## config.mk

```make
export PLATFORM = sky130hd
export DESIGN_NAME = gpq_top
export DESIGN_NICKNAME = d
export VERILOG_FILES = /design/src/gpq_pkg.sv /design/src/gpq_pin_if.sv /design/src/gpq_top.sv /design/src/gpq_pin_qual.sv
export SDC_FILE = /design/constraint.sdc
export NUM_CORES = 2
export LEC_CHECK = 0
export ABC_AREA = 1
export BUFFER_PORTS_ARGS = -buffer_cell sky130_fd_sc_hd__buf_4
export CAP_MARGIN = 10
export CORE_MARGIN = 2
export CORE_UTILIZATION = 60
export DETAILED_ROUTE_END_ITERATION = 6
export HOLD_SLACK_MARGIN = 0.03
export MAX_ROUTING_LAYER = met4
export PLACE_DENSITY = 0.81
export SYNTH_ARGS = -nofsm -noshare
export SYNTH_HDL_FRONTEND = slang
export SYNTH_SLANG_ARGS = --single-unit
export TNS_END_PERCENT = 10
```

## constraint.sdc

```tcl
create_clock -name clk -period 2.25 [get_ports clk]
set_input_delay 0.5625 -clock clk [delete_from_list [all_inputs] [get_ports clk]]
set_output_delay 0.5625 -clock clk [all_outputs]
set_load 0.005 [all_outputs]
```

## src/gpq_pkg.sv

```systemverilog
// gpq_pkg: register map, field layout, reset values and modes of the
// gpio input qualifier and direction block.
// assumes a 32-bit axi4-lite slave port and 64 pins, 8 per sampling group.
package gpq_pkg;
  localparam int NPINS = 64;
  localparam int GRP_PINS = 8;
  localparam int NGRP = 8;
  localparam int ADDR_W = 8;
  localparam int SEL_W = 2;
  localparam int PRD_W = 8;
  localparam int CNT_W = 9;
  localparam int QUAL3_N = 3;
  localparam int QUAL6_N = 6;
  localparam int PROT_BIT = 0;
  // byte offsets of the register words
  localparam logic [ADDR_W-1:0] OFS_CTRL_A = 8'h00;
  localparam logic [ADDR_W-1:0] OFS_CTRL_B = 8'h04;
  localparam logic [ADDR_W-1:0] OFS_QSEL_AL = 8'h08;
  localparam logic [ADDR_W-1:0] OFS_QSEL_AH = 8'h0c;
  localparam logic [ADDR_W-1:0] OFS_QSEL_BL = 8'h10;
  localparam logic [ADDR_W-1:0] OFS_QSEL_BH = 8'h14;
  localparam logic [ADDR_W-1:0] OFS_DIR_A = 8'h18;
  localparam logic [ADDR_W-1:0] OFS_DIR_B = 8'h1c;
  localparam logic [ADDR_W-1:0] OFS_PROT = 8'h20;
  localparam logic [ADDR_W-1:0] OFS_QIN_A = 8'h24;
  localparam logic [ADDR_W-1:0] OFS_QIN_B = 8'h28;
  // reset values
  localparam logic [31:0] CTRL_RST = 32'h0000_0000;
  localparam logic [31:0] QSEL_RST = 32'h0000_0000;
  localparam logic [31:0] DIR_RST = 32'h0000_0000;
  localparam logic PROT_RST = 1'b0;
  // axi response codes
  localparam logic [1:0] RESP_OKAY = 2'h0;
  localparam logic [1:0] RESP_SLVERR = 2'h2;
  // per-pin qualification selector codes
  typedef enum logic [SEL_W-1:0] {
    GPQ_SYNC = 2'h0,
    GPQ_QUAL3 = 2'h1,
    GPQ_QUAL6 = 2'h2,
    GPQ_ASYNC = 2'h3
  } gpq_mode_e;
endpackage : gpq_pkg

```

## src/gpq_pin_if.sv

```systemverilog
// gpq_pin_if: one pin's link between the register block and its qualifier.
// assumes clock and reset reach the qualifier as plain ports.
`timescale 1ns/100ps
interface gpq_pin_if;
  logic [1:0] sel;
  logic tick;
  logic raw;
  logic gpio_val;
  logic periph_val;
  modport qual (input sel, input tick, input raw, output gpio_val, output periph_val);
  modport ctrl (output sel, output tick, output raw, input gpio_val, input periph_val);
endinterface : gpq_pin_if

```

## src/gpq_top.sv

```systemverilog
// gpq_top: input qualification select, sampling period and direction
// registers of a 64-pin gpio port pair, with an axi4-lite slave.
// assumes mux selection, output latch and peripheral drive come from
// neighbouring blocks on the same clock; pins arrive asynchronously.
//
// Notes on behaviour
// - Each select word covers sixteen pins, two bits per pin at 2n+1:2n.
// - Selector 00 only synchronises the pin to the system clock.
// - Selector 01 qualifies the synchronised input over three samples.
// - Selector 10 qualifies the synchronised input over six samples.
// - Samples are spaced by the sampling period of the pin's group.
// - Selector 11 hands a peripheral the raw pin with no sync at all.
// - Selector 11 on a gpio input behaves exactly as selector 00.
// - Select, period and direction writes land only while protected writes are on.
// - Direction bits steer a pin only while the mux gives it to gpio.
// - A peripheral pin ignores its direction bit; the peripheral drives it.
// - Direction 0 is input (reset), 1 drives the output data latch.
// - Period field 0 gives one clock, N gives 2N clocks, 510 at ff.
//
// The address map and the AXI4-Lite interface to the registers were left to the implementer.
`timescale 1ns/100ps
module gpq_top import gpq_pkg::*; (
  input wire logic clk,
  input wire logic sys_rst,
  input wire logic [ADDR_W-1:0] s_axi_awaddr,
  input wire logic s_axi_awvalid,
  output logic s_axi_awready,
  input wire logic [31:0] s_axi_wdata,
  input wire logic [3:0] s_axi_wstrb,
  input wire logic s_axi_wvalid,
  output logic s_axi_wready,
  output logic [1:0] s_axi_bresp,
  output logic s_axi_bvalid,
  input wire logic s_axi_bready,
  input wire logic [ADDR_W-1:0] s_axi_araddr,
  input wire logic s_axi_arvalid,
  output logic s_axi_arready,
  output logic [31:0] s_axi_rdata,
  output logic [1:0] s_axi_rresp,
  output logic s_axi_rvalid,
  input wire logic s_axi_rready,
  input wire logic [NPINS-1:0] pin_i,
  output logic [NPINS-1:0] pin_o,
  output logic [NPINS-1:0] pin_oe,
  input wire logic [NPINS-1:0] mux_is_gpio,
  input wire logic [NPINS-1:0] out_latch,
  input wire logic [NPINS-1:0] periph_o,
  input wire logic [NPINS-1:0] periph_oe,
  output logic [NPINS-1:0] gpio_in,
  output logic [NPINS-1:0] periph_in
);
  typedef struct packed {
    logic [31:0] ctrl_a;
    logic [31:0] ctrl_b;
    logic [31:0] qsel_al;
    logic [31:0] qsel_ah;
    logic [31:0] qsel_bl;
    logic [31:0] qsel_bh;
    logic [31:0] dir_a;
    logic [31:0] dir_b;
    logic prot;
    logic [NGRP-1:0][CNT_W-1:0] cnt;
    logic aw_have;
    logic [ADDR_W-1:0] aw_addr;
    logic w_have;
    logic [31:0] w_data;
    logic [3:0] w_strb;
    logic bvalid;
    logic [1:0] bresp;
    logic rvalid;
    logic [31:0] rdata;
    logic [1:0] rresp;
  } gpq_top_s;

  gpq_top_s s;
  gpq_top_s n;
  logic wr_go;
  logic [NGRP-1:0] tick;
  logic [NGRP-1:0][CNT_W-1:0] reload;
  logic [2*PRD_W*4-1:0] prd_all;
  logic [4*32-1:0] sel_all;
  logic [NPINS-1:0] dir_all;

  // byte-lane merge for a register write
  function automatic logic [31:0] merge(input logic [31:0] old,
                                        input logic [31:0] data,
                                        input logic [3:0] strb);
    logic [31:0] r;
    r = old;
    for (int b = 0; b < 4; b++) begin
      if (strb[b]) r[8*b +: 8] = data[8*b +: 8];
    end
    return r;
  endfunction : merge

  // flat views of the per-pin and per-group fields
  assign prd_all = {s.ctrl_b, s.ctrl_a};
  assign sel_all = {s.qsel_bh, s.qsel_bl, s.qsel_ah, s.qsel_al};
  assign dir_all = {s.dir_b, s.dir_a};

  // per group: reload value and sample strobe
  for (genvar g = 0; g < NGRP; g++) begin : g_grp
    logic [PRD_W-1:0] prd;
    assign prd = prd_all[PRD_W*g +: PRD_W];
    // zero is one clock, else 2N clocks
    assign reload[g] = (prd == 8'h00) ? 9'h000 : ({prd, 1'b0} - 9'h001);
    assign tick[g] = (s.cnt[g] == 9'h000);
  end

  // per pin: qualifier instance and its wiring
  for (genvar i = 0; i < NPINS; i++) begin : g_pin
    gpq_pin_if pin_bus ();
    assign pin_bus.sel = sel_all[SEL_W*i +: SEL_W];
    assign pin_bus.tick = tick[i / GRP_PINS];
    assign pin_bus.raw = pin_i[i];
    assign gpio_in[i] = pin_bus.gpio_val;
    assign periph_in[i] = pin_bus.periph_val;
    gpq_pin_qual u_qual (
      .clk(clk),
      .sys_rst(sys_rst),
      .pif(pin_bus.qual)
    );
  end

  // pad drive: gpio pins follow direction, others the peripheral
  // direction only for gpio pins
  assign pin_oe = (mux_is_gpio & dir_all) | (~mux_is_gpio & periph_oe);
  assign pin_o = (mux_is_gpio & out_latch) | (~mux_is_gpio & periph_o);

  // next state: bus slave, registers, period counters
  always_comb begin
    n = s;
    if (s_axi_awvalid && !s.aw_have) begin
      n.aw_have = 1'b1;
      n.aw_addr = {s_axi_awaddr[ADDR_W-1:2], 2'b00};
    end
    if (s_axi_wvalid && !s.w_have) begin
      n.w_have = 1'b1;
      n.w_data = s_axi_wdata;
      n.w_strb = s_axi_wstrb;
    end
    if (s.bvalid && s_axi_bready) n.bvalid = 1'b0;
    // write waits for the previous response to drain
    wr_go = s.aw_have && s.w_have && !s.bvalid;
    if (wr_go) begin
      n.aw_have = 1'b0;
      n.w_have = 1'b0;
      n.bvalid = 1'b1;
      n.bresp = RESP_OKAY;
      // guarded words drop writes silently when locked
      case (s.aw_addr)
        OFS_CTRL_A: if (s.prot) n.ctrl_a = merge(s.ctrl_a, s.w_data, s.w_strb);
        OFS_CTRL_B: if (s.prot) n.ctrl_b = merge(s.ctrl_b, s.w_data, s.w_strb);
        OFS_QSEL_AL: if (s.prot) n.qsel_al = merge(s.qsel_al, s.w_data, s.w_strb);
        OFS_QSEL_AH: if (s.prot) n.qsel_ah = merge(s.qsel_ah, s.w_data, s.w_strb);
        OFS_QSEL_BL: if (s.prot) n.qsel_bl = merge(s.qsel_bl, s.w_data, s.w_strb);
        OFS_QSEL_BH: if (s.prot) n.qsel_bh = merge(s.qsel_bh, s.w_data, s.w_strb);
        OFS_DIR_A: if (s.prot) n.dir_a = merge(s.dir_a, s.w_data, s.w_strb);
        OFS_DIR_B: if (s.prot) n.dir_b = merge(s.dir_b, s.w_data, s.w_strb);
        OFS_PROT: begin
          if (s.w_strb[0]) n.prot = s.w_data[PROT_BIT];
        end
        OFS_QIN_A, OFS_QIN_B: n.bresp = RESP_OKAY; // read only, write dropped
        default: n.bresp = RESP_SLVERR;
      endcase
    end
    if (s.rvalid && s_axi_rready) n.rvalid = 1'b0;
    // read answers one cycle after the address is taken
    if (s_axi_arvalid && !s.rvalid) begin
      n.rvalid = 1'b1;
      n.rresp = RESP_OKAY;
      case ({s_axi_araddr[ADDR_W-1:2], 2'b00})
        OFS_CTRL_A: n.rdata = s.ctrl_a;
        OFS_CTRL_B: n.rdata = s.ctrl_b;
        OFS_QSEL_AL: n.rdata = s.qsel_al;
        OFS_QSEL_AH: n.rdata = s.qsel_ah;
        OFS_QSEL_BL: n.rdata = s.qsel_bl;
        OFS_QSEL_BH: n.rdata = s.qsel_bh;
        OFS_DIR_A: n.rdata = s.dir_a;
        OFS_DIR_B: n.rdata = s.dir_b;
        OFS_PROT: n.rdata = {31'h0000_0000, s.prot};
        OFS_QIN_A: n.rdata = gpio_in[31:0];
        OFS_QIN_B: n.rdata = gpio_in[63:32];
        default: begin
          n.rdata = 32'h0000_0000;
          n.rresp = RESP_SLVERR;
        end
      endcase
    end
    for (int g = 0; g < NGRP; g++) begin
      n.cnt[g] = tick[g] ? reload[g] : (s.cnt[g] - 9'h001);
    end
    if (sys_rst) begin
      n = '0;
      n.ctrl_a = CTRL_RST;
      n.ctrl_b = CTRL_RST;
      n.qsel_al = QSEL_RST;
      n.qsel_ah = QSEL_RST;
      n.qsel_bl = QSEL_RST;
      n.qsel_bh = QSEL_RST;
      n.dir_a = DIR_RST;
      n.dir_b = DIR_RST;
      n.prot = PROT_RST;
    end
  end

  always_ff @(posedge clk) begin
    s <= n;
  end

  // bus outputs; ready is simply the empty holding slot
  assign s_axi_awready = !s.aw_have;
  assign s_axi_wready = !s.w_have;
  assign s_axi_bvalid = s.bvalid;
  assign s_axi_bresp = s.bresp;
  assign s_axi_arready = !s.rvalid;
  assign s_axi_rvalid = s.rvalid;
  assign s_axi_rdata = s.rdata;
  assign s_axi_rresp = s.rresp;

  property p_prot_block;
    @(posedge clk) disable iff (sys_rst)
    (wr_go && !s.prot && s.aw_addr == OFS_DIR_A)
      |=> ($stable(s.dir_a) && s_axi_bvalid && s_axi_bresp == RESP_OKAY);
  endproperty
  a_prot_block: assert property (p_prot_block) else $error("locked write landed");

  property p_qsel_write;
    @(posedge clk) disable iff (sys_rst)
    (wr_go && s.prot && s.aw_addr == OFS_QSEL_AH && s.w_strb[0])
      |=> (g_pin[16].pin_bus.sel == $past(s.w_data[1:0]));
  endproperty
  a_qsel_write: assert property (p_qsel_write) else $error("pin 16 selector not set");

  property p_dir_drive;
    @(posedge clk) disable iff (sys_rst)
    (mux_is_gpio[0] && s.dir_a[0]) |-> (pin_oe[0] && pin_o[0] == out_latch[0]);
  endproperty
  a_dir_drive: assert property (p_dir_drive) else $error("gpio output not driven");

  property p_periph_own;
    @(posedge clk) disable iff (sys_rst)
    (!mux_is_gpio[40]) |-> (pin_oe[40] == periph_oe[40] && pin_o[40] == periph_o[40]);
  endproperty
  a_periph_own: assert property (p_periph_own) else $error("direction leaked to peripheral pin");

  property p_tick_fast;
    @(posedge clk) disable iff (sys_rst)
    (tick[0] && prd_all[7:0] == 8'h00) |=> tick[0];
  endproperty
  a_tick_fast: assert property (p_tick_fast) else $error("period zero not one clock");

  property p_tick_two;
    @(posedge clk) disable iff (sys_rst)
    (tick[1] && prd_all[15:8] == 8'h01) |=> (!tick[1] ##1 tick[1]);
  endproperty
  a_tick_two: assert property (p_tick_two) else $error("period one not two clocks");

  property p_bhold;
    @(posedge clk) disable iff (sys_rst)
    (s_axi_bvalid && !s_axi_bready) |=> (s_axi_bvalid && $stable(s_axi_bresp));
  endproperty
  a_bhold: assert property (p_bhold) else $error("write response dropped");

  property p_unmapped;
    @(posedge clk) disable iff (sys_rst)
    (s_axi_arvalid && s_axi_arready && s_axi_araddr == 8'h40)
      |=> (s_axi_rvalid && s_axi_rresp == RESP_SLVERR && s_axi_rdata == 32'h0000_0000);
  endproperty
  a_unmapped: assert property (p_unmapped) else $error("unmapped read not refused");
endmodule : gpq_top

```

## src/gpq_pin_qual.sv

```systemverilog
// gpq_pin_qual: synchroniser and sample qualifier for a single pin.
// assumes raw comes straight from a pad and tick is a one-cycle strobe.
`timescale 1ns/100ps
module gpq_pin_qual import gpq_pkg::*; (
  input wire logic clk,
  input wire logic sys_rst,
  gpq_pin_if.qual pif
);
  typedef struct packed {
    logic [2:0] sync;
    logic level;
    logic [QUAL6_N-1:0] hist;
    logic qual;
  } gpq_pin_s;

  gpq_pin_s s;
  gpq_pin_s n;
  gpq_mode_e mode;
  logic gval;

  assign mode = gpq_mode_e'(pif.sel);

  // next state: sync chain, sample history, qualified level
  always_comb begin
    n = s;
    n.sync = {s.sync[1:0], pif.raw};
    // level moves only when stages two and three agree
    if (s.sync[1] == s.sync[2]) begin
      n.level = s.sync[2];
    end
    if (pif.tick) begin
      n.hist = {s.hist[QUAL6_N-2:0], s.level};
    end
    unique case (mode)
      GPQ_QUAL3: begin
        if (n.hist[QUAL3_N-1:0] == {QUAL3_N{n.hist[0]}}) n.qual = n.hist[0];
      end
      GPQ_QUAL6: begin
        if (n.hist == {QUAL6_N{n.hist[0]}}) n.qual = n.hist[0];
      end
      // tracking keeps a later mode switch glitch free
      GPQ_SYNC, GPQ_ASYNC: n.qual = s.level;
    endcase
    if (sys_rst) n = '0;
  end

  always_ff @(posedge clk) begin
    s <= n;
  end

  // sync-only path, also for gpio under async code
  assign gval = (mode == GPQ_QUAL3 || mode == GPQ_QUAL6) ? s.qual : s.level;
  assign pif.gpio_val = gval;
  // raw pad straight to the peripheral under async code, else the gpio value
  assign pif.periph_val = (mode == GPQ_ASYNC) ? pif.raw : gval;

  property p_sync_only;
    @(posedge clk) disable iff (sys_rst)
    (pif.sel == 2'h0 && s.sync[2] == s.sync[1])
      |=> (pif.sel != 2'h0 || gval == $past(s.sync[2]));
  endproperty
  a_sync_only: assert property (p_sync_only) else $error("sync mode output wrong");

  property p_async;
    @(posedge clk) disable iff (sys_rst)
    (pif.sel == 2'h3) |-> (pif.periph_val == pif.raw && gval == s.level);
  endproperty
  a_async: assert property (p_async) else $error("async mode routing wrong");

  property p_qual3;
    @(posedge clk) disable iff (sys_rst)
    (pif.sel == 2'h1 && $past(pif.sel) == 2'h1 && $changed(s.qual))
      |-> (s.hist[2:0] == {3{s.qual}} && gval == s.qual);
  endproperty
  a_qual3: assert property (p_qual3) else $error("three-sample change early");

  property p_qual6;
    @(posedge clk) disable iff (sys_rst)
    (pif.sel == 2'h2 && $past(pif.sel) == 2'h2 && $changed(s.qual))
      |-> (s.hist == {6{s.qual}});
  endproperty
  a_qual6: assert property (p_qual6) else $error("six-sample change early");
endmodule : gpq_pin_qual

```

==> key figures <==
Run status
  • Outcome: complete, but fails checks
  • Failing checks: DRC, setup timing

Floorplan
  • Die area: ~100000 um2
  • Die width: 321 um
  • Die Height: around 320 um
  • Initial core utilization: 0.603
  • Core region area: 99700 um2
  • # rows: between 100 and 150
  • Top Ports: roughly 680

Placement
  • Port Buffers: between 600 and 700
  • Placement Setup Slack: -51.4 ps
  • Post-DP HPWL: roughly 140 mm
  • Placed Area: around 66000 um2
  • Gpl congestion: 0.965
  • Placed insts: 10800

Logic synthesis
  • Top_reg_cell synth: dfxtp_1
  • Asr flop ratio synth: 0
  • Synth area leader: dfxtp_1
  • Synth top area share: 0.370
  • FF+latch count, synth: approximately 1100
  • Top cells by count, synth: 2405 x nand2_1, 1203 x inv_1, 1113 x dfxtp_1, 1054 x nand3_1, 1002 x nor2_1
  • Yosys warning count: 0
  • Sequential element share of the synthesized area: 0.370
  • Avg Cell Area, Syn: 6.53 um2
  • Top-count cell post-synth: nand2_1
  • Ranking of synthesized cells by area: dfxtp_1 37%, nand2_1 15%, nand3_1 8.8%
  • Syn Inst Count: a little over 9000
  • Post-synthesis cell type count: 35
  • Number of flops mapped to enable cells by yosys: 0
  • Post-Syn Area: between 60000 and 70000 um2

Clock tree
  • TritonCTS Buffers: around 120
  • CTS Root Cell: clkbuf_16
  • Clock-pin slew on the worst setup and hold paths: ~60 ps
  • CTS H-tree depth: 3
  • Clock Latency Late Sink: 730 ps
  • Maximum clock insertion buffer count: 3
  • Hold Buf Count CTS: 0
  • Clock sink count: 1113
  • CTS tree: yes

STA
  • Endpoints failing setup: between 100 and 150
  • Final Hold Fails: 0
  • Setup tns final: -24070 ps
  • Worst Hold Slack: 53.4 ps
  • Final WS setup: -327 ps
  • Tcrit/Tclk final: 1.15
  • Slew headroom: 0.385
  • Post-layout min period: ~2600 ps
  • RSZ-0062 raised after global routing: true
  • Fmax: ~390 MHz
  • Slew Limit Fails: 0
  • Tightest Pin Transition: 921 ps
  • Clk_skew: roughly 29 ps

Setup path
  • Crit Reg-Reg Startpoint: s[84]
  • CP required: ~1700 ps
  • R2r worst-path depth: 14
  • Critical Path End: periph_in[52]
  • Reg-to-Reg End: g_pin[6].u_qual.s[0]
  • CP max FO: 3
  • CP Launch Type: flip-flop
  • Arr. time, crit path: 2010 ps
  • Crit path kind: reg -> out
  • Worst R2R Setup Slack: approximately 60 ps
  • Critical path origin: g_pin[52].pin_bus.sel[0]
  • Setup crit end kind: output port

GRT
  • Final global-route overflow total: 0
  • Largest net degree at the start of global routing: 169
  • Overall Global Routing Usage: 0.373
  • Vias in the first global route: 55500
  • Global-route wire length before repair: 297 mm
  • Initial antenna violation count: 15

Detailed routing
  • DRT Pass-1 Iters: 7
  • M1 WL: 81.0 mm
  • Vias per std cell: around 5.6
  • DR WL met2: just under 90 mm
  • Top Metal Used: met4
  • First DRT Iteration DRCs: slightly below 7000
  • Met3 Wirelength: roughly 21 mm
  • Final WL: between 150 and 200 mm
  • Final ANT Viol Nets: 0
  • Via count: 62000
  • DRC viols: 10
  • Wire per inst: around 18 um

Pwr
  • NetSw: about 37000 uW
  • Worst VDD drop: a little under 1000 uV
  • Logic gate share of total power: 0.465
  • Internal: 48800 uW
  • Leak Pwr: 0.0347 uW
  • PwrDens: roughly 1200 nW/um2
  • Sequential power share: 0.301
  • Clock power share: 0.235
  • Sw Ratio: 0.430

Layout
  • Share of post-route cells with drive strength above 1: 0.186
  • Synth-to-Final Area Change: 21.9%
  • Fin cells: 11200
  • Post-route cell area: between 70000 and 80000 um2
  • Fill count: a little under 8000
  • Multi-input logic area: between 30000 and 40000 um2
  • Final nets: around 10000
  • Storage element area: approximately 22000 um2

Hold path
  • Cell depth of the worst hold path: 3
  • Hold Path Class: in -> reg

Job
  • Max cap viols: 0
metal layers:
metal	up-vias	GRT usage
li1	30100	-
met1	28500	0.485
met2	2959	0.566
met3	526	0.0760
met4	0	0.149
met5	-	-
through the flow:
| stage | util | power, uW |
|---|---|---|
| finish | 0.735 | 85700 |
| global route | 0.735 | 92400 |
| CTS | 0.725 | 84400 |
| detailed placement | 0.663 | 64100 |
| global placement | 0.663 | 63100 |
| floorplan | - | 55600 |
power groups by stage:
stage | sequential [uW] | clock, uW | combinational, uW
finish | 25800 | 20100 | 39800
global route | 26100 | 21000 | 45300
CTS | 25700 | 20100 | 38700
detailed placement | 26100 | 0 | 38100
global placement | 25900 | 0 | 37200
floorplan | 25400 | 0 | 30200
kinds of logic after synthesis:
kind of cell | Yosys count | share of synthesized area
flops | 1113 | 0.370
xor+xnor | 54 | 0.00786
other cells | 1 | 0.0000623
buf+inv | 1812 | 0.129
fa+ha+maj | 216 | 0.0449
simple gates | 4650 | 0.322
compound gates | 1303 | 0.114
mux | 64 | 0.0120
cell type report:
class | count | area share
clock inverters | 43 | 0.00783
flip-flops and latches | 1113 | 0.306
clock buffers | 169 | 0.0459
diodes | 11 | 0.000375
repair buffers | 1011 | 0.119
well taps | 1298 | 0.0221
multi-input cells | 6289 | 0.434
inverters | 1228 | 0.0645
state kept, by name (all words and copies together), names as in the netlist, 32 cells and up:
register and cells:
s_axi_rdata 32, dir_all 64, g_pin.pin_bus.sel 128, g_pin.u_qual.s 704, g_grp.prd 64, s 117
critical path, stage by stage, from the launching register on:
cell     delay, ps
dfxtp_2        360
inv_4           60
ha_4           290
nand2_2         70
o21ai_2         90
buf_6          160
nor2_1          40
a21oi_1        120
buf_4          130
layout by cell type (no fill, tap or decap), types with 51 or more instances in the layout:
cell type  netlist  final
o22ai_1        103    103
ha_1           216    147
a211oi_1        64     64
nand2_2          0     54
clkbuf_16        0    118
a21oi_1        644    624
dfxtp_2          0     66
buf_12           0     51
inv_2           19     69
inv_1         1203   1114
o21ai_0        453    388
buf_6           19    113
nand3_1       1054   1051
nand2_1       2405   2332
xor2_1          54     54
nor2_1        1002    982
buf_4          180    840
mux2_2          64     64
or2_2           66     66
dfxtp_1       1113   1021
ha_4             0     66
how the worst min path moves through the flow:
stage                                     start               endpoint  slack (ps)
after global routing                  pin_i[22]  g_pin[22].u_qual.s[8]          50
after detailed placement  g_pin[45].u_qual.s[8]  g_pin[45].u_qual.s[9]         390
after CTS                             pin_i[17]  g_pin[17].u_qual.s[8]          40
final                                 pin_i[32]  g_pin[32].u_qual.s[8]          50
after floorplan            g_pin[0].u_qual.s[8]   g_pin[0].u_qual.s[9]         390
after global placement    g_pin[15].u_qual.s[8]  g_pin[15].u_qual.s[9]         390
what timing repair did:
| item | 4_1_cts | 5_1_grt |
|---|---|---|
| resized for setup | 545 | 209 |
| pin swaps | 68 | 49 |
| setup buffers | 64 | 40 |
| setup endpoints to repair | 130 | 200 |
No activity file was read; power rests on OpenSTA's default activity.
